**config.mk**
```make
export PLATFORM = sky130hd
export DESIGN_NAME = tmkd_top
export DESIGN_NICKNAME = d
export VERILOG_FILES = /design/src/common/tmkd_pkg.sv /design/src/tmkd_phase_timer.sv /design/src/tmkd_sec_tick.sv /design/src/tmkd_top.sv
export SDC_FILE = /design/constraint.sdc
export NUM_CORES = 1
export LEC_CHECK = 0
export BUFFER_PORTS_ARGS = -buffer_cell sky130_fd_sc_hd__buf_2
export CAP_MARGIN = 5
export CORE_MARGIN = 3
export CORE_UTILIZATION = 45
export CTS_CLUSTER_SIZE = 12
export DETAILED_ROUTE_END_ITERATION = 8
export GPL_ROUTABILITY_DRIVEN = 1
export PLACE_DENSITY = 0.65
export SYNTH_ARGS = -nofsm -noshare
export SYNTH_HDL_FRONTEND = slang
export SYNTH_SLANG_ARGS = --single-unit
```
**constraint.sdc**
```tcl
create_clock -name SYS_CLK_I -period 5.58 [get_ports SYS_CLK_I]
set_input_delay 0.279 -clock SYS_CLK_I [delete_from_list [all_inputs] [get_ports SYS_CLK_I]]
set_output_delay 0.279 -clock SYS_CLK_I [all_outputs]
set_load 0.05 [all_outputs]
```
**src/common/tmkd_pkg.sv**
```systemverilog
// Package of constants and types for the touch matrix key detector
package tmkd_pkg;
  localparam int unsigned NUM_KEYS      = 4;
  localparam int unsigned KEY_W         = 2;
  localparam int unsigned BURST_W       = 14;
  localparam logic [13:0] BURST_MAX     = 14'h3FFF;
  localparam int unsigned INTEG_W       = 2;
  localparam logic [1:0]  INTEG_LIMIT   = 2'h3;
  localparam logic [13:0] THRESH_DELTA  = 14'h0020;
  localparam int unsigned HYST_SHIFT    = 2;
  localparam int unsigned CLK_HZ        = 50_000_000;
  localparam int unsigned PHASE_NS      = 100;
  localparam int unsigned CLK_NS        = 20;
  localparam int unsigned PHASE_CYC     = (PHASE_NS + CLK_NS - 1) / CLK_NS;
  localparam int unsigned PHASE_W       = 4;
  localparam int unsigned SEC_W         = 26;
  localparam logic [25:0] SEC_CYC       = 26'(CLK_HZ - 1);
  localparam int unsigned STUCK_SHORT_S = 10;
  localparam int unsigned STUCK_LONG_S  = 60;
  localparam int unsigned STUCK_W       = 6;
  typedef enum logic [2:0] {
    TMKD_RESET    = 3'b000,
    TMKD_RST_OPEN = 3'b001,
    TMKD_PRECHG   = 3'b011,
    TMKD_DRIVE_HI = 3'b010,
    TMKD_XFER     = 3'b110,
    TMKD_DRIVE_LO = 3'b111,
    TMKD_EVAL     = 3'b101
  } tmkd_state_t;
endpackage

```
**src/tmkd_phase_timer.sv**
```systemverilog
// Phase pacing divider: one-cycle tick at the end of each switch phase
`timescale 1ns/1ps
module tmkd_phase_timer #(
  parameter int unsigned WIDTH = 4,
  parameter logic [3:0]  LAST  = 4'h4
) (
  input  wire logic clk_i,
  input  wire logic rst_i,
  input  wire logic restart_i,
  output logic      tick_o
);
  logic [WIDTH-1:0] cnt_r;

  // Count phase cycles, restart on state change
  always_ff @(posedge clk_i) begin
    if (rst_i || restart_i || tick_o) begin
      cnt_r <= '0;
    end else begin
      cnt_r <= cnt_r + 1'b1;
    end
  end

  // Tick depends on the count only, so no loop through the state decode
  assign tick_o = (cnt_r == LAST[WIDTH-1:0]);
endmodule

```
**src/tmkd_sec_tick.sv**
```systemverilog
// One-second enable divider for stuck-key timers
`timescale 1ns/1ps
module tmkd_sec_tick #(
  parameter int unsigned WIDTH = 26,
  parameter logic [25:0] LAST  = 26'h2FA_F07F
) (
  input  wire logic clk_i,
  input  wire logic rst_i,
  output logic      tick_o
);
  logic [WIDTH-1:0] cnt_r;

  // Free running second counter
  always_ff @(posedge clk_i) begin
    if (rst_i || tick_o) begin
      cnt_r <= '0;
    end else begin
      cnt_r <= cnt_r + 1'b1;
    end
  end

  assign tick_o = (cnt_r == LAST[WIDTH-1:0]);
endmodule

```
**src/tmkd_top.sv**
```systemverilog
// Touch matrix key detector: burst sequencer, detection and rollover
// Notes on behaviour
// - Four drive lines, one sense line, keys scanned one at a time.
// - Each acquisition is a burst of transfer cycles on one drive line.
// - Reset switch closes then opens before any other switch acts.
// - Precharge switch closes, then selected drive line goes high.
// - Precharge opens, transfer closes, then drive line goes low.
// - Cycles repeat until capacitor reaches threshold; count is burst length.
// - Calibration stores each key's burst length as its reference.
// - Touch is a burst length decrease relative to reference.
// - Increases in burst length never report a touch.
// - One active-high output per key, high while touched.
// - At most two outputs; first two detected keys keep them.
// - Rollover option can limit detection to a single key.
// - Key stuck on for 10s or 60s recalibrates alone.
// - Rollover input low: one key; high: two keys, rest suppressed.
// - Timeout input low: 10 seconds; high: 60 seconds.
// - Three consecutive detecting samples confirm; any miss clears counter.
// - Release when signal rises 25% of threshold-to-reference distance.
`timescale 1ns/1ps
module tmkd_top #(
  parameter logic [25:0] SEC_LAST = tmkd_pkg::SEC_CYC
) (
  input  wire logic                          SYS_CLK_I,
  input  wire logic                          SYS_RST_I,
  input  wire logic                          CAP_AT_REF_I,
  input  wire logic                          ROLLOVER_OPTION_INPUT_I,
  input  wire logic                          TIMEOUT_OPTION_INPUT_I,
  output logic [tmkd_pkg::NUM_KEYS-1:0]      DRIVE_LINE_O,
  output logic                               PRECHARGE_SWITCH_O,
  output logic                               TRANSFER_SWITCH_O,
  output logic                               CAP_RESET_SWITCH_O,
  output logic [tmkd_pkg::NUM_KEYS-1:0]      KEY_OUT_O
);
  import tmkd_pkg::*;

  // ==========================================================
  // Declarations
  tmkd_state_t               state_r;
  tmkd_state_t               state_nxt;
  logic [KEY_W-1:0]          key_r;
  logic [BURST_W-1:0]        burst_r;
  logic [BURST_W-1:0]        ref_r   [NUM_KEYS];
  logic [INTEG_W-1:0]        integ_r [NUM_KEYS];
  logic [STUCK_W-1:0]        stuck_r [NUM_KEYS];
  logic [NUM_KEYS-1:0]       cal_need_r;
  logic [NUM_KEYS-1:0]       det_r;
  logic [NUM_KEYS-1:0]       sec_seen_r;
  logic                      all_cal_r;
  logic                      phase_tick;
  logic                      sec_tick;
  logic                      burst_done;
  logic [BURST_W-1:0]        cur_ref;
  logic [BURST_W-1:0]        thresh;
  logic [BURST_W-1:0]        release_lvl;
  logic                      below_thr;
  logic                      above_rel;
  logic [2:0]                det_count;
  logic                      slot_free;
  logic [STUCK_W-1:0]        stuck_limit;

  // ==========================================================
  // Pacing dividers
  tmkd_phase_timer #(
    .WIDTH (PHASE_W),
    .LAST  (4'(PHASE_CYC - 1))
  ) u_phase (
    .clk_i     (SYS_CLK_I),
    .rst_i     (SYS_RST_I),
    .restart_i (state_r != state_nxt),
    .tick_o    (phase_tick)
  );

  tmkd_sec_tick #(
    .WIDTH (SEC_W),
    .LAST  (SEC_LAST)
  ) u_sec (
    .clk_i  (SYS_CLK_I),
    .rst_i  (SYS_RST_I),
    .tick_o (sec_tick)
  );

  // ==========================================================
  // Burst sequencer
  assign burst_done = CAP_AT_REF_I || (burst_r == BURST_MAX);

  // Next state of switch sequence
  always_comb begin
    state_nxt = state_r;
    if (phase_tick) begin
      unique case (state_r)
        TMKD_RESET:    state_nxt = TMKD_RST_OPEN;
        TMKD_RST_OPEN: state_nxt = TMKD_PRECHG;
        TMKD_PRECHG:   state_nxt = TMKD_DRIVE_HI;
        TMKD_DRIVE_HI: state_nxt = TMKD_XFER;
        TMKD_XFER:     state_nxt = TMKD_DRIVE_LO;
        TMKD_DRIVE_LO: state_nxt = burst_done ? TMKD_EVAL : TMKD_PRECHG;
        TMKD_EVAL:     state_nxt = TMKD_RESET;
        default:       state_nxt = TMKD_RESET;
      endcase
    end
  end

  // State register
  always_ff @(posedge SYS_CLK_I) begin
    if (SYS_RST_I) begin
      state_r <= TMKD_RESET;
    end else begin
      state_r <= state_nxt;
    end
  end

  // Key index advances once per finished burst
  always_ff @(posedge SYS_CLK_I) begin
    if (SYS_RST_I) begin
      key_r <= '0;
    end else if (state_r == TMKD_EVAL && phase_tick) begin
      key_r <= key_r + 1'b1;
    end
  end

  // Transfer cycle counter
  always_ff @(posedge SYS_CLK_I) begin
    if (SYS_RST_I || state_r == TMKD_RESET) begin
      burst_r <= '0;
    end else if (state_r == TMKD_DRIVE_LO && phase_tick && burst_r != BURST_MAX) begin
      burst_r <= burst_r + 1'b1;                                      // Counts once per transfer cycle, holding at BURST_MAX
    end
  end

  // Switch and drive outputs from flip-flops
  always_ff @(posedge SYS_CLK_I) begin
    if (SYS_RST_I) begin
      CAP_RESET_SWITCH_O <= 1'b0;
      PRECHARGE_SWITCH_O <= 1'b0;
      TRANSFER_SWITCH_O  <= 1'b0;
      DRIVE_LINE_O       <= '0;
    end else begin
      CAP_RESET_SWITCH_O <= (state_nxt == TMKD_RESET);
      PRECHARGE_SWITCH_O <= (state_nxt == TMKD_PRECHG) ||
                            (state_nxt == TMKD_DRIVE_HI);
      TRANSFER_SWITCH_O  <= (state_nxt == TMKD_XFER) ||
                            (state_nxt == TMKD_DRIVE_LO);
      DRIVE_LINE_O       <= '0;
      if (state_nxt == TMKD_DRIVE_HI || state_nxt == TMKD_XFER) begin
        DRIVE_LINE_O[key_r] <= 1'b1;
      end
    end
  end

  // ==========================================================
  // Detection levels for the scanned key
  assign cur_ref     = ref_r[key_r];
  assign thresh      = (cur_ref > THRESH_DELTA) ? cur_ref - THRESH_DELTA : '0;
  assign release_lvl = thresh + (THRESH_DELTA >> HYST_SHIFT);
  assign below_thr   = burst_r < thresh;
  assign above_rel   = burst_r >= release_lvl;
  assign det_count   = 3'(det_r[0]) + 3'(det_r[1]) + 3'(det_r[2]) + 3'(det_r[3]);
  assign slot_free   = ROLLOVER_OPTION_INPUT_I ? (det_count < 3'h2)
                                               : (det_count == 3'h0);
  assign stuck_limit = TIMEOUT_OPTION_INPUT_I ? STUCK_W'(STUCK_LONG_S)
                                              : STUCK_W'(STUCK_SHORT_S);

  // Per-key evaluation at end of burst
  always_ff @(posedge SYS_CLK_I) begin
    if (SYS_RST_I) begin
      cal_need_r <= '1;
      det_r      <= '0;
      for (int k = 0; k < NUM_KEYS; k++) begin
        ref_r[k]   <= '0;
        integ_r[k] <= '0;
        stuck_r[k] <= '0;
      end
    end else if (state_r == TMKD_EVAL && phase_tick) begin
      if (cal_need_r[key_r]) begin
        ref_r[key_r]      <= burst_r;
        cal_need_r[key_r] <= 1'b0;
        integ_r[key_r]    <= '0;
        stuck_r[key_r]    <= '0;
        det_r[key_r]      <= 1'b0;
      end else if (det_r[key_r]) begin
        if (above_rel) begin
          det_r[key_r]   <= 1'b0;
          stuck_r[key_r] <= '0;
        end else if (stuck_r[key_r] >= stuck_limit) begin
          cal_need_r[key_r] <= 1'b1;
        end else if (sec_seen_r[key_r]) begin
          stuck_r[key_r] <= stuck_r[key_r] + 1'b1;
        end
      end else if (below_thr && slot_free) begin
        if (integ_r[key_r] == INTEG_LIMIT - 1'b1) begin
          det_r[key_r]   <= 1'b1;
          integ_r[key_r] <= '0;
        end else begin
          integ_r[key_r] <= integ_r[key_r] + 1'b1;
        end
      end else begin
        integ_r[key_r] <= '0;
      end
    end
  end

  // Second ticks held per key until that key is next scanned
  always_ff @(posedge SYS_CLK_I) begin
    if (SYS_RST_I) begin
      sec_seen_r <= '0;
    end else begin
      for (int k = 0; k < NUM_KEYS; k++) begin
        if (sec_tick) begin
          sec_seen_r[k] <= 1'b1;
        end else if (state_r == TMKD_EVAL && phase_tick && key_r == KEY_W'(k)) begin
          sec_seen_r[k] <= 1'b0;
        end
      end
    end
  end

  // Calibration complete flag
  always_ff @(posedge SYS_CLK_I) begin
    if (SYS_RST_I) begin
      all_cal_r <= 1'b0;
    end else if (cal_need_r == '0) begin
      all_cal_r <= 1'b1;
    end
  end

  // Key outputs
  always_ff @(posedge SYS_CLK_I) begin
    if (SYS_RST_I) begin
      KEY_OUT_O <= '0;
    end else begin
      KEY_OUT_O <= all_cal_r ? det_r : '0;
    end
  end

  // ==========================================================
  // Assertions
  AST_RESET_EXCL: assert property (@(posedge SYS_CLK_I) disable iff (SYS_RST_I)
    CAP_RESET_SWITCH_O |-> !PRECHARGE_SWITCH_O && !TRANSFER_SWITCH_O && DRIVE_LINE_O == '0)
    else $error("Reset switch overlaps another switch");
  AST_ONE_DRIVE: assert property (@(posedge SYS_CLK_I) disable iff (SYS_RST_I)
    $onehot0(DRIVE_LINE_O))
    else $error("More than one drive line high");
  AST_PRE_XFER: assert property (@(posedge SYS_CLK_I) disable iff (SYS_RST_I)
    !(PRECHARGE_SWITCH_O && TRANSFER_SWITCH_O))
    else $error("Precharge and transfer closed together");
  AST_DRIVE_UNDER_PRE: assert property (@(posedge SYS_CLK_I) disable iff (SYS_RST_I)
    $rose(|DRIVE_LINE_O) |-> PRECHARGE_SWITCH_O)
    else $error("Drive rose without precharge closed");
  AST_DRIVE_FALL: assert property (@(posedge SYS_CLK_I) disable iff (SYS_RST_I)
    $fell(|DRIVE_LINE_O) |-> TRANSFER_SWITCH_O)
    else $error("Drive fell outside transfer");
  AST_ROLLOVER: assert property (@(posedge SYS_CLK_I) disable iff (SYS_RST_I)
    $countones(det_r) <= 2)
    else $error("More than two keys detected");
  AST_SINGLE: assert property (@(posedge SYS_CLK_I) disable iff (SYS_RST_I)
    !ROLLOVER_OPTION_INPUT_I && (det_r & ~$past(det_r)) != '0 |-> $countones(det_r) == 1)
    else $error("Second key in single-key mode");
  AST_CAL_GATE: assert property (@(posedge SYS_CLK_I) disable iff (SYS_RST_I)
    !all_cal_r |=> KEY_OUT_O == '0)
    else $error("Output before calibration");
  AST_NO_RISE_DET: assert property (@(posedge SYS_CLK_I) disable iff (SYS_RST_I)
    (det_r & ~$past(det_r)) != '0 |-> $past(below_thr))
    else $error("Detection without decrease");

  // Switch order, drive on the scanned key and burst count steps
  AST_RST_OPEN_FIRST: assert property (@(posedge SYS_CLK_I) disable iff (SYS_RST_I)
    $rose(PRECHARGE_SWITCH_O) |-> !$past(CAP_RESET_SWITCH_O))
    else $error("Precharge closed while reset switch closed");
  AST_PRECHG_FIRST: assert property (@(posedge SYS_CLK_I) disable iff (SYS_RST_I)
    $rose(|DRIVE_LINE_O) |-> $past(PRECHARGE_SWITCH_O))
    else $error("Drive rose before precharge closed");
  AST_PRE_THEN_XFER: assert property (@(posedge SYS_CLK_I) disable iff (SYS_RST_I)
    $rose(TRANSFER_SWITCH_O) |-> $past(PRECHARGE_SWITCH_O))
    else $error("Transfer closed without precharge phase");
  AST_DRIVE_LO_EXIT: assert property (@(posedge SYS_CLK_I) disable iff (SYS_RST_I)
    $fell(TRANSFER_SWITCH_O) |-> $past(DRIVE_LINE_O) == '0)
    else $error("Transfer opened before drive went low");
  AST_DRIVE_SCANNED: assert property (@(posedge SYS_CLK_I) disable iff (SYS_RST_I)
    DRIVE_LINE_O != '0 |-> DRIVE_LINE_O[key_r])
    else $error("Drive on a key other than the scanned one");
  AST_BURST_STEP: assert property (@(posedge SYS_CLK_I) disable iff (SYS_RST_I)
    burst_r != $past(burst_r) |-> $past(state_r) == TMKD_DRIVE_LO || burst_r == '0)
    else $error("Burst length moved outside a transfer cycle end");

  // Detection and output checks
  AST_SINGLE_LIMIT: assert property (@(posedge SYS_CLK_I) disable iff (SYS_RST_I)
    !ROLLOVER_OPTION_INPUT_I |-> $countones(det_r) <= 1)
    else $error("More than one key in single-key mode");
  AST_WATER: assert property (@(posedge SYS_CLK_I) disable iff (SYS_RST_I)
    (det_r & ~$past(det_r)) != '0 |-> $past(burst_r) < $past(cur_ref))
    else $error("Detection without shorter burst");
  AST_OUT_ONLY_DET: assert property (@(posedge SYS_CLK_I) disable iff (SYS_RST_I)
    (KEY_OUT_O & ~$past(det_r)) == '0)
    else $error("Output high for an undetected key");

  // Scenario covers
  COV_DETECT: cover property (@(posedge SYS_CLK_I) $rose(|KEY_OUT_O));
  COV_TWO:    cover property (@(posedge SYS_CLK_I) $countones(KEY_OUT_O) == 2);
  COV_STUCK:  cover property (@(posedge SYS_CLK_I) $rose(|cal_need_r));
  COV_SINGLE: cover property (@(posedge SYS_CLK_I) !ROLLOVER_OPTION_INPUT_I && $rose(|KEY_OUT_O));
  COV_REL:    cover property (@(posedge SYS_CLK_I) $fell(|KEY_OUT_O));
endmodule
```
==> Yosys cells after proc, flatten, opt, wreduce, memory -nomap -nowiden <==
Memory sizes are Yosys's and may differ from the RTL's. A register that Yosys moved wholly into a read port is not among the register bits.
Cells that the tools add are included.
{ "totals": {"word_cells": 199, "out_inout_bits": 11, "mem_bits_rw": 88, "mem_count": 3, "in_bits": 5, "reg_bits": 73} }
{ "classes": {"n_lt_le_gt_ge": 7, "reduce_logical": 37, "bitwise_logic": 12, "eq_ne": 21, "n_addsub": 11, "mux": 91} }
{ "mem_list": {"columns": ["name", "words", "width", "rd", "rd_ports_with_merged_regs", "wr", "line", "text"], "rows": [
  ["ref_r", 4, 14, 1, 1, 4, "tmkd_top.sv:43", "logic [BURST_W-1:0] ref_r [NUM_KEYS];"],
  ["stuck_r", 4, 6, 1, 1, 4, "tmkd_top.sv:45", "logic [STUCK_W-1:0] stuck_r [NUM_KEYS];"],
  ["integ_r", 4, 2, 1, 1, 4, "tmkd_top.sv:44", "logic [INTEG_W-1:0] integ_r [NUM_KEYS];"]
]} }
{ "ops": {"columns": ["operator", "n"], "rows": [
  ["$mux W1", 56],
  ["$mux W4", 9],
  ["$mux W14", 2],
  ["$add A26 B1 Y26 const B", 1],
  ["$eq A26 B26 Y1 const B", 1],
  ["$mux W2", 13],
  ["$mux W6", 4],
  ["$pmux W3 S6", 1],
  ["$eq A3 B3 Y1 const B", 5],
  ["$add A14 B1 Y14 const B", 1],
  ["$add A14 B4 Y14 const B", 1],
  ["$eq A14 B14 Y1 const B", 1],
  ["$ge A14 B14 Y1", 1],
  ["$gt A14 B6 Y1 const B", 1],
  ["$lt A14 B14 Y1", 1],
  ["$ne A14 B14 Y1 const B", 1],
  ["$reduce_or A14 Y1", 1],
  ["$sub A14 B6 Y14 const B", 1],
  ["$eq A3 B2 Y1 const B", 4],
  ["$reduce_bool A2 Y1", 6],
  ["$logic_and A1 B1 Y1", 9],
  ["$logic_not A3 Y1", 3],
  ["$and A4 B4 Y4", 2],
  ["$logic_or A1 B1 Y1", 8],
  ["other kinds (30)", 46]
]} }

==> Logic depth before layout (Yosys ltp) <==
Gate-level depths: netlist (run 1).
{ "logic_depth": {"word_depth": 17, "ltp_mapped": 26, "mapped_depth_nobuf": 21} }

==> By module <==
Synthesis (run 1) repeated with hierarchy kept, for this count alone.
{ "unflattened": {"hier_cells": 804, "area_unflattened_um2": 8526.9} }
{ "modules_own_cells": {"columns": ["mod", "n_inst", "area_each_um2", "seq_area_each_um2", "cells_each"], "rows": [
  ["tmkd_top", 1, 7095.6, 3543.4, 639],
  ["tmkd_sec_tick", 1, 1257.5, 520.5, 147],
  ["tmkd_phase_timer", 1, 173.9, 80.1, 18]
]} }

==> Least setup slack after synthesis (run 1) <==
No wires, ideal clock.
{ "synth_timing": {"path_type": "reg-to-reg", "startpoint": "register (tool-made name)", "endpoint": "memory stuck_r[0][0] (enable)", "path_buffers": 3, "arrival_time_ns": 4.403, "synth_period_minus_slack_ns": 4.766, "slack_ns": 0.814, "required_time_ns": 5.217, "stages_incl_launch_ff": 24, "setup_time_ns": 0.363, "cell_sequence": "dfxtp_1 buf_2 buf_1 mux4_2 nor2_1 nand2_1 nor4_2 nand2_1 buf_2 nand2_1 inv_1 ha_1 nor3b_1 nand3_1 nor4_4 xnor2_1 a21o_1 ha_1 nand4_1 nor2_1 o21ai_0 a31oi_1 o31ai_1 a21oi_1"} }
{ "synth_rtl": {"columns": ["element", "line"], "rows": [
  ["end, declared", "tmkd_top.sv:45"]
]} }

==> flow_metrics.env, run 1 <==
export IMPL_status="complete, no violations"
export IMPL_switching_share_pct=23.9
export IMPL_p_sw_w=0.000610
export IMPL_leakagePower_nw=3.60
export IMPL_crit_fanout=22
export IMPL_drive_above_1_share_pct=12.5
export IMPL_cp_required_ps=5650
export IMPL_nets=849
export IMPL_synthFlopType="edfxtp_1"
export IMPL_grt_pass1_vias=5824
export IMPL_finalMaxSlewViolations=0
export IMPL_post_cts_buffers=0
export IMPL_relSlewSlack_pct=25.5
export IMPL_clk_latency_ps=430
export IMPL_internal_power_w=0.00194
export IMPL_gp_congestion=0.816
export IMPL_drc=0
export IMPL_die_h_microns=143
export IMPL_dp_slack_ps=432
export IMPL_yosysUniqueCellTypes=57
export IMPL_worstHoldStart="SYS_RST_I"
export IMPL_fin_cells=1039
export IMPL_rsz0062_at_grt="true"
export IMPL_seq_area_frac_synth_pct=49.1
export IMPL_wl_mm=17.2
export IMPL_ctsHoldBuffers=0
export IMPL_fin_crit_sh_pct=91.8
export IMPL_dieWidth_microns=143
export IMPL_syn_nets=838
export IMPL_path_class="reg2reg"
export IMPL_drt_iter0_drc=373
export IMPL_cts_sinks=163
export IMPL_syn_area_sq_mm=0.00845
export IMPL_io_buffers=15
export IMPL_grt_max_degree=44
export IMPL_ant_nets=0
export IMPL_ios=16
export IMPL_antenna_found_initial=0
export IMPL_finalHoldViolations=0
export IMPL_synth_edf_count=88
export IMPL_r2r_cells=21
export IMPL_synth_cells=786
export IMPL_firstDrtPassIters=5
export IMPL_syn_area_per_cell_sq_um=10.7
export IMPL_cts_tree="yes"
export IMPL_critPathLaunchType="flip-flop"
export IMPL_arrival_ps=5190
export IMPL_final_core_util_pct=51.2
export IMPL_share_seq_of_total_power_pct=51.2
export IMPL_hpwl_mm=12.6
export IMPL_synth_seq_cells=163
export IMPL_h_tree_depth=4
export IMPL_fin_crit_ps=5120
export IMPL_end_kind="flip-flop"
export IMPL_root_buffer="clkbuf_16"
export IMPL_numCtsBuffers=17
export IMPL_finalWorstSetupSlack_ps=459
export IMPL_cap_violations=0
export IMPL_via_count=5721
export IMPL_yosys_warnings=0
export IMPL_combPwrFrac_pct=4.7
export IMPL_setup_viol=0
export IMPL_clock_path_buffers=2
export IMPL_worstMarginPinSlew_ps=1110
export IMPL_clkPwrFrac_pct=44.2
export IMPL_p_per_area_mw_per_mm2=273
export IMPL_row_count=49
export IMPL_max_vdd_ir_drop_uv=258
export IMPL_async_reset_ff_share_pct=0
export IMPL_holdPathStages=3
export IMPL_fin_skew_ps=11.6
export IMPL_placedCellCount=1007
export IMPL_cts_clk_slew_worst_paths_ps=70
export IMPL_r2r_end="stuck_r[1][2]$_SDFFCE_PN0P_"
export IMPL_grt_pass1_wl_mm=29.1
export IMPL_fin_setup_tns_ps=0
export IMPL_whs_endpoint="u_sec.cnt_r[6]$_SDFF_PP0_"
export IMPL_hp_class="in2reg"
export IMPL_area_growth_pct=10.3
export IMPL_antenna_cells=0
export IMPL_fp_dieArea_sq_mm=0.0205
export IMPL_r2r_slack_ps=460
export IMPL_start_util_pct=46.4
export IMPL_wire_per_inst_microns=16.6
export IMPL_grt_overflow_total=0
export IMPL_core_area_sq_mm=0.0182
export IMPL_fmax_mhz=195
export IMPL_viasPerCell=5.51
export IMPL_grt_total_usage_pct=17.9
-- cell usage in the layout (no fill, tap or decap), types with 14 or more instances in the layout --
cell,count
a21oi_1,24
and2_1,23
and3_1,46
buf_2,15
clkbuf_16,17
dfxtp_1,75
edfxtp_1,88
ha_1,46
inv_1,34
mux4_2,25
nand2_1,59
nand3_1,23
nand4_1,15
nor2_1,101
nor3_1,14
xnor2_1,25
xor2_1,29
-- synth_stat cells (3+ instances only) --
library cell,instances,share of area (%)
ha_1,46,6.8
nand3b_1,3,0.27
nor3b_2,3,0.44
o32ai_1,4,0.41
nor3_1,14,0.83
nor2b_1,9,0.67
nor4_1,12,0.89
nand2b_1,12,0.89
a21o_1,10,0.89
buf_6,3,0.40
clkbuf_1,23,1.0
nand3_1,23,1.4
nor3b_1,4,0.36
mux4_2,25,6.7
and4_1,5,0.52
dfxtp_1,75,18
nor2_1,101,4.5
xor2_1,29,3.0
o21ai_0,13,0.77
xor2_2,3,0.58
or3_1,6,0.44
o21bai_1,4,0.36
xnor2_1,25,2.6
buf_1,3,0.13
a211oi_1,4,0.36
and2_1,23,1.7
inv_1,34,1.5
o21a_1,4,0.36
and3_1,46,3.4
nand4_1,15,1.1
nand2_1,59,2.6
edfxtp_1,88,31
a21oi_1,25,1.5
-- worst max-delay path by stage --
stage                                             end  slack, ps  cells past startpoint
after floorplan           stuck_r[0][0]$_SDFFCE_PN0P_        810                     23
after detailed placement  stuck_r[1][2]$_SDFFCE_PN0P_        430                     21
final                     stuck_r[1][2]$_SDFFCE_PN0P_        460                     21
after CTS                 stuck_r[0][2]$_SDFFCE_PN0P_        420                     21
after global placement    stuck_r[1][1]$_SDFFCE_PN0P_        520                     21
after global routing      stuck_r[1][0]$_SDFFCE_PN0P_         -5                     21
-- registers in the layout (all words and copies together) (netlist names), 2 cells and up, named ones only --
signal,cells
DRIVE_LINE_O,4
KEY_OUT_O,4
burst_r,14
integ_r,8
key_r,2
ref_r,56
sec_seen_r,4
state_r,3
stuck_r,24
u_phase.cnt_r,4
u_sec.cnt_r,26
-- final cells by class --
cell class	count	area, sq um
tap	229	287
sequential	163	4140
timing repair buffer	24	155
inverter	35	131
clock buffer	18	439
clock inverter	14	136
fill	1604	8890
multi-input combinational	556	4030
-- logic make-up after synthesis --
logic type                 synth area share [%]
and+or+nand+nor                            21.6
buffers and inverters                      3.47
xor gates and xnor gates                   6.18
DFF                                        49.1
AOI/OAI and AO/OA                          5.75
muxes                                      6.90
adders and majority gates                  7.05
-- critical path: stages (launching register included) --
cell	delay (ps)
dfxtp_1	350
buf_12	220
mux4_2	620
nor3_2	270
nand2_1	100
nor4_2	320
nand2_1	140
nand2_1	100
inv_1	60
ha_1	220
nor3b_1	180
nand3_1	170
nor4_4	50
xnor2_1	140
a21o_1	160
ha_1	290
nand4_1	100
nor2_1	110
o21ai_0	80
a31oi_1	350
o31ai_2	180
a21oi_1	530
-- per-layer routing --
layer	vias to the layer above	global-route usage [%]	part of all wire, %
li1	2846	-	-
met1	2752	23.3	45
met2	98	30.2	49
met3	25	3.52	3.9
met4	0	5.85	2.0
met5	-	0	0
-- timing repair --
item | in CTS | in global routing
endpoints found under the setup margin | 0 | 24
resized for setup | 0 | 2
endpoints found under the hold margin | 0 | 0
-- power groups by stage --
stage / clock [W] / sequential [W] / combinational, W
2_1_floorplan: 0 / 0.00133 / 0.0000902
3_3_place_gp: 0 / 0.00133 / 0.000118
3_5_place_dp: 0 / 0.00133 / 0.000119
4_1_cts: 0.00115 / 0.00130 / 0.000120
5_1_grt: 0.00119 / 0.00131 / 0.000133
6_report: 0.00113 / 0.00130 / 0.000119
-- through the flow --
| stage | total power, W | area, sq um | hold WS [ps] |
|---|---|---|---|
| 4_1_cts | 0.00257 | 9310 | 376 |
| 5_1_grt | 0.00263 | 9320 | 419 |
| 6_report | 0.00255 | 9320 | 379 |
| 3_3_place_gp | 0.00145 | 8730 | 443 |
| 2_1_floorplan | 0.00142 | 8450 | 432 |
| 3_5_place_dp | 0.00145 | 8730 | 448 |
Note: power is estimated with default switching activity, not from simulation.
==> run 2: changes to the inputs <==
--- a/config.mk
+++ b/config.mk
@@ -13,6 +13,7 @@
 export DETAILED_ROUTE_END_ITERATION = 8
 export GPL_ROUTABILITY_DRIVEN = 1
 export PLACE_DENSITY = 0.65
+export SETUP_SLACK_MARGIN = 0.4
 export SYNTH_ARGS = -nofsm -noshare
 export SYNTH_HDL_FRONTEND = slang
 export SYNTH_SLANG_ARGS = --single-unit
==> constraint.sdc (replaced) <==
create_clock -name SYS_CLK_I -period 5.58 [get_ports SYS_CLK_I]
set_input_delay 0.558 -clock SYS_CLK_I [delete_from_list [all_inputs] [get_ports SYS_CLK_I]]
set_output_delay 0.558 -clock SYS_CLK_I [all_outputs]
set_load 0.05 [all_outputs]
==> run 2 against run 1 <==
Count of clock-buffer cells in the layout is 1 lower. Critical path depth is 2 higher. Core utilization is 0.71 points higher. Flip-flop and latch count stayed put.
==> flow_metrics.env, run 2 (synthesized netlist as in run 1, its figures left out) <==
export IMPL_grt_total_usage_pct=18.5
export IMPL_top_regs="ref_r: 56 flops, u_sec.cnt_r: 26 flops, stuck_r: 24 flops"
export IMPL_gp_congestion=0.806
export IMPL_io_buffers=15
export IMPL_firstDrtPassIters=5
export IMPL_numCtsBuffers=17
export IMPL_fp_dieArea_sq_mm=0.0205
export IMPL_final_common_cell="nor2_1"
export IMPL_hp_class="reg2reg"
export IMPL_status="complete, no violations"
export IMPL_grt_pass1_wl_mm=29.6
export IMPL_relSlewSlack_pct=27.8
export IMPL_cp_required_ps=5710
export IMPL_row_count=49
export IMPL_fmax_mhz=206
export IMPL_rsz0062_at_grt="false"
export IMPL_ios=16
export IMPL_drc=0
export IMPL_finalPower_w=0.00257
export IMPL_p_per_area_mw_per_mm2=272
export IMPL_worstMarginPinSlew_ps=1080
export IMPL_hpwl_mm=12.6
export IMPL_via_count=5809
export IMPL_fin_crit_ps=4860
export IMPL_antenna_found_initial=0
export IMPL_final_core_util_pct=51.9
export IMPL_largest_reg_flops=56
export IMPL_hold_ws_ps=454
export IMPL_regMostFlops="ref_r"
export IMPL_wire_per_inst_microns=17.1
export IMPL_dp_slack_ps=398
export IMPL_finalHoldViolations=0
export IMPL_clk_latency_ps=440
export IMPL_setup_viol=0
export IMPL_grt_max_degree=43
export IMPL_cts_sinks=163
export IMPL_drt_iter0_drc=393
export IMPL_fin_skew_ps=17.1
export IMPL_start_util_pct=46.4
export IMPL_grt_overflow_total=0
export IMPL_end_kind="flip-flop"
export IMPL_finalWorstSetupSlack_ps=719
export IMPL_drive_above_1_share_pct=14.2
export IMPL_dieWidth_microns=143
export IMPL_h_tree_depth=4
export IMPL_viasPerCell=5.56
export IMPL_cts_clk_slew_worst_paths_ps=70
export IMPL_area_growth_pct=11.8
export IMPL_finalMaxSlewViolations=0
export IMPL_core_area_sq_mm=0.0182
export IMPL_path_class="reg2reg"
export IMPL_fin_crit_sh_pct=87.1
export IMPL_clock_path_buffers=2
export IMPL_leakagePower_nw=3.65
export IMPL_final_cell_mix="101 x nor2_1, 88 x edfxtp_1, 75 x dfxtp_1"
export IMPL_max_vdd_ir_drop_uv=217
export IMPL_cts_tree="yes"
export IMPL_fillers=1629
export IMPL_ant_nets=0
export IMPL_die_h_microns=143
export IMPL_nets=855
export IMPL_grt_pass1_vias=5735
export IMPL_antenna_cells=0
export IMPL_cap_violations=0
export IMPL_crit_fanout=22
export IMPL_wl_mm=17.9
export IMPL_ctsHoldBuffers=0
export IMPL_critPathLaunchType="flip-flop"
export IMPL_arrival_ps=4990
export IMPL_root_buffer="clkbuf_16"
export IMPL_fin_setup_tns_ps=0
==> run 2: cell count changes in the layout (fill, tap and decap cells not counted), moves of 2 or more <==
cell	previous run	this run
buf_4	8	14
o21bai_4	0	2
o21ai_2	0	2
o21ai_0	13	11
nand2b_2	0	2
nand2b_1	12	10
a21oi_4	0	2
o21bai_1	4	2
==> run 2: where the power goes <==
part | leakage [nW] | internal (W) | switching, W | total [W]
Clock | 0.288 | 0.000600 | 0.000540 | 0.00114
Combinational | 1.85 | 0.0000471 | 0.0000759 | 0.000123
Sequential | 1.51 | 0.00129 | 0.0000151 | 0.00130
==> run 2: stage by stage <==
stage | cell area [sq um] | instances
finish | 9450 | 1045
CTS | 9320 | 1039
floorplan | 8450 | 786
global route | 9450 | 1045
global placement | 8730 | 1007
detailed placement | 8730 | 1007
==> run 2: path summary, 6_finish.rpt <==
path | slack (ps) | depth (start not counted) | from | end
setup / recovery | 720 | 23 | flip-flop | stuck_r[1][1]$_SDFFCE_PN0P_
hold / removal | 450 | 2 | sec_seen_r[2]$_SDFFE_PP0P_ | sec_seen_r[2]$_SDFFE_PP0P_
hold reg to reg | 450 | 2 | sec_seen_r[2]$_SDFFE_PP0P_ | sec_seen_r[2]$_SDFFE_PP0P_
setup reg to reg | 720 | 23 | flip-flop | stuck_r[1][1]$_SDFFCE_PN0P_
==> run 2: final cells by class <==
| type | count | area [sq um] | area share [%] |
|---|---|---|---|
| well taps | 229 | 287 | 3.03 |
| clock buffers | 17 | 425 | 4.50 |
| repair buffers | 30 | 200 | 2.12 |
| multi-input cells | 556 | 4110 | 43.5 |
| inverters | 35 | 131 | 1.39 |
| clock inverters | 15 | 155 | 1.64 |
| flip-flops and latches | 163 | 4140 | 43.9 |
==> run 2: worst max-delay path, stage by stage, from the launching register on <==
cell     delay [ps]
dfxtp_1         350
buf_12          220
mux4_2          610
nor3_4          240
nand2_1          90
nor4_2          310
nand2_1         140
nand2_1         110
inv_1            70
ha_1            210
nor3b_1         170
nand3_1         180
nor4_4           50
xnor2_1         140
a21o_1          160
ha_1            290
nand4_1         120
nor2_1          130
o21ai_0         100
a31oi_2         160
buf_4           180
o31ai_4          90
buf_4           180
a21oi_4         220
==> run 2: layer usage <==
metal	wire length, microns	global-route usage (%)
met4	394	6.25
met3	627	3.25
met2	8660	30.7
met1	8220	24.5
met5	0	0
==> run 2: what timing repair did <==
item,in CTS,in global routing
setup buffers,0,6
gates resized for setup,1,18
pin swaps,0,1
setup endpoints to repair,12,50
==> run 3: changes to the inputs <==
--- a/config.mk
+++ b/config.mk
@@ -12,7 +12,6 @@
 export CTS_CLUSTER_SIZE = 12
 export DETAILED_ROUTE_END_ITERATION = 8
 export GPL_ROUTABILITY_DRIVEN = 1
-export PLACE_DENSITY = 0.65
 export SETUP_SLACK_MARGIN = 0.4
 export SYNTH_ARGS = -nofsm -noshare
 export SYNTH_HDL_FRONTEND = slang
==> run 3 against run 2 <==
Die area did not move. Count of clock-buffer cells in the layout did not move. Combinational power barely moved. Hold slack improved by 7.3 ps. Total power rose by 3.1%. Critical endpoint is now stuck_r[0][3]$_SDFFCE_PN0P_. Largest cell class unchanged.
==> flow_metrics.env, run 3 (synthesized netlist as in run 1, its figures left out) <==
export IMPL_grt_pass1_vias=5778
export IMPL_regMostFlops="ref_r"
export IMPL_combPwrFrac_pct=4.6
export IMPL_critPathLaunchType="flip-flop"
export IMPL_gp_congestion=0.798
export IMPL_status="complete, no violations"
export IMPL_clock_path_buffers=2
export IMPL_grt_pass1_wl_mm=29.6
export IMPL_finalHoldViolations=0
export IMPL_core_area_sq_mm=0.0182
export IMPL_crit_fanout=13
export IMPL_fin_skew_ps=22.5
export IMPL_final_core_util_pct=51.7
export IMPL_arrival_ps=5020
export IMPL_row_count=49
export IMPL_cts_clk_slew_worst_paths_ps=70
export IMPL_share_seq_of_total_power_pct=49.3
export IMPL_final_common_cell="nor2_1"
export IMPL_seqCellArea_sq_mm=0.00414
export IMPL_numCtsBuffers=17
export IMPL_fmax_mhz=206
export IMPL_viasPerCell=5.61
export IMPL_final_cell_mix="101 x nor2_1, 88 x edfxtp_1, 75 x dfxtp_1"
export IMPL_p_sw_w=0.000592
export IMPL_drt_iter0_drc=376
export IMPL_root_buffer="clkbuf_16"
export IMPL_setup_viol=0
export IMPL_firstDrtPassIters=5
export IMPL_hpwl_mm=13.1
export IMPL_cap_violations=0
export IMPL_multi_input_area_sq_mm=0.00407
export IMPL_hp_class="reg2reg"
export IMPL_clkPwrFrac_pct=46.1
export IMPL_fin_crit_ps=4850
export IMPL_ant_nets=0
export IMPL_antenna_cells=0
export IMPL_wl_mm=18.0
export IMPL_grt_overflow_total=0
export IMPL_rsz0062_at_grt="false"
export IMPL_relSlewSlack_pct=18.1
export IMPL_end_kind="flip-flop"
export IMPL_fin_crit_sh_pct=87.0
export IMPL_io_buffers=15
export IMPL_finalPower_w=0.00265
export IMPL_ctsHoldBuffers=0
export IMPL_cts_tree="yes"
export IMPL_fin_setup_tns_ps=0
export IMPL_h_tree_depth=4
export IMPL_leakagePower_nw=3.64
export IMPL_fp_dieArea_sq_mm=0.0205
export IMPL_cts_sinks=163
export IMPL_antenna_found_initial=0
export IMPL_drive_above_1_share_pct=13.4
export IMPL_max_vdd_ir_drop_uv=199
export IMPL_finalMaxSlewViolations=0
export IMPL_fillers=1579
export IMPL_switching_share_pct=22.4
export IMPL_via_count=5841
export IMPL_p_per_area_mw_per_mm2=281
export IMPL_wire_per_inst_microns=17.3
export IMPL_worstMarginPinSlew_ps=1220
export IMPL_finalWorstSetupSlack_ps=726
export IMPL_clk_latency_ps=430
export IMPL_largest_reg_flops=56
export IMPL_grt_total_usage_pct=18.4
export IMPL_cp_required_ps=5750
export IMPL_die_h_microns=143
export IMPL_start_util_pct=46.4
export IMPL_internal_power_w=0.00205
export IMPL_top_regs="ref_r: 56 flops, u_sec.cnt_r: 26 flops, stuck_r: 24 flops"
export IMPL_grt_max_degree=44
export IMPL_dieWidth_microns=143
export IMPL_drc=0
export IMPL_area_growth_pct=11.5
export IMPL_nets=852
export IMPL_dp_slack_ps=363
export IMPL_path_class="reg2reg"
export IMPL_worstHoldStart="sec_seen_r[0]$_SDFFE_PP0P_"
export IMPL_ios=16
[run 3: changes by cell type in the layout (fill, tap and decap cells not counted), moves of 2 or more]
cell / delta
inv_8: -4
inv_6: +2
buf_4: -2
o21ai_2: -2
clkinvlp_4: +2
bufinv_16: +3
[run 3: worst paths after layout]
kind / to / slack (ps) / cells past startpoint
hold / removal: sec_seen_r[0]$_SDFFE_PP0P_ / 460 / 2
setup reg to reg: stuck_r[0][3]$_SDFFCE_PN0P_ / 730 / 21
setup / recovery: stuck_r[0][3]$_SDFFCE_PN0P_ / 730 / 21
hold reg to reg: sec_seen_r[0]$_SDFFE_PP0P_ / 460 / 2
[run 3: layer usage]
layer / GRT usage (%) / up-vias / wire (microns) / part of all wire [%]
met3: 4.35 / 18 / 902 / 5.0
met1: 25.2 / 2829 / 8270 / 46
li1: - / 2850 / - / -
met4: 5.60 / 0 / 253 / 1.4
met5: 0 / - / 0 / 0
met2: 29.2 / 144 / 8550 / 48
[run 3: power by group through the flow]
stage | combinational, W | clock (W) | sequential (W)
after global routing | 0.000136 | 0.00129 | 0.00131
after detailed placement | 0.000119 | 0 | 0.00133
after CTS | 0.000119 | 0.00124 | 0.00131
after global placement | 0.000115 | 0 | 0.00133
after floorplan | 0.0000902 | 0 | 0.00133
final | 0.000121 | 0.00122 | 0.00131
[run 3: final cells by class]
type	count	share of cell area [%]
Timing Repair Buffer	27	1.75
Multi-Input combinational cell	556	43.2
Tap cell	229	3.04
Inverter	35	1.39
Clock inverter	15	2.07
Clock buffer	17	4.52
Sequential cell	163	44.0
[run 3: per-stage QoR]
stage | hold slack (ps) | instance area (sq um) | instances
after global placement | 444 | 8710 | 1006
after CTS | 461 | 9330 | 1038
final | 461 | 9420 | 1042
after detailed placement | 453 | 8710 | 1006
after floorplan | 432 | 8450 | 786
after global routing | 481 | 9420 | 1042
[run 3: repair_timing]
action                                  4_1_cts  5_1_grt
pin swaps                                     0        1
setup buffers                                 0        4
resized for setup                             0       13
endpoints found under the setup margin       24       50
[run 3: critical path, stage by stage, from the launching register on]
cell and delay, ps:
dfxtp_1 310, buf_4 250, mux4_2 570, or4_1 540, o21ai_1 190, nand2_1 130
nand2_1 120, inv_1 60, ha_1 210, nor3b_1 180, nand3_1 170, nor4_4 50
xnor2_1 140, a21o_1 160, ha_1 290, nand4_1 100, nor2_1 110, o21ai_0 100
a31oi_2 300, nand4b_2 290, nand2b_1 240, nor2_1 70
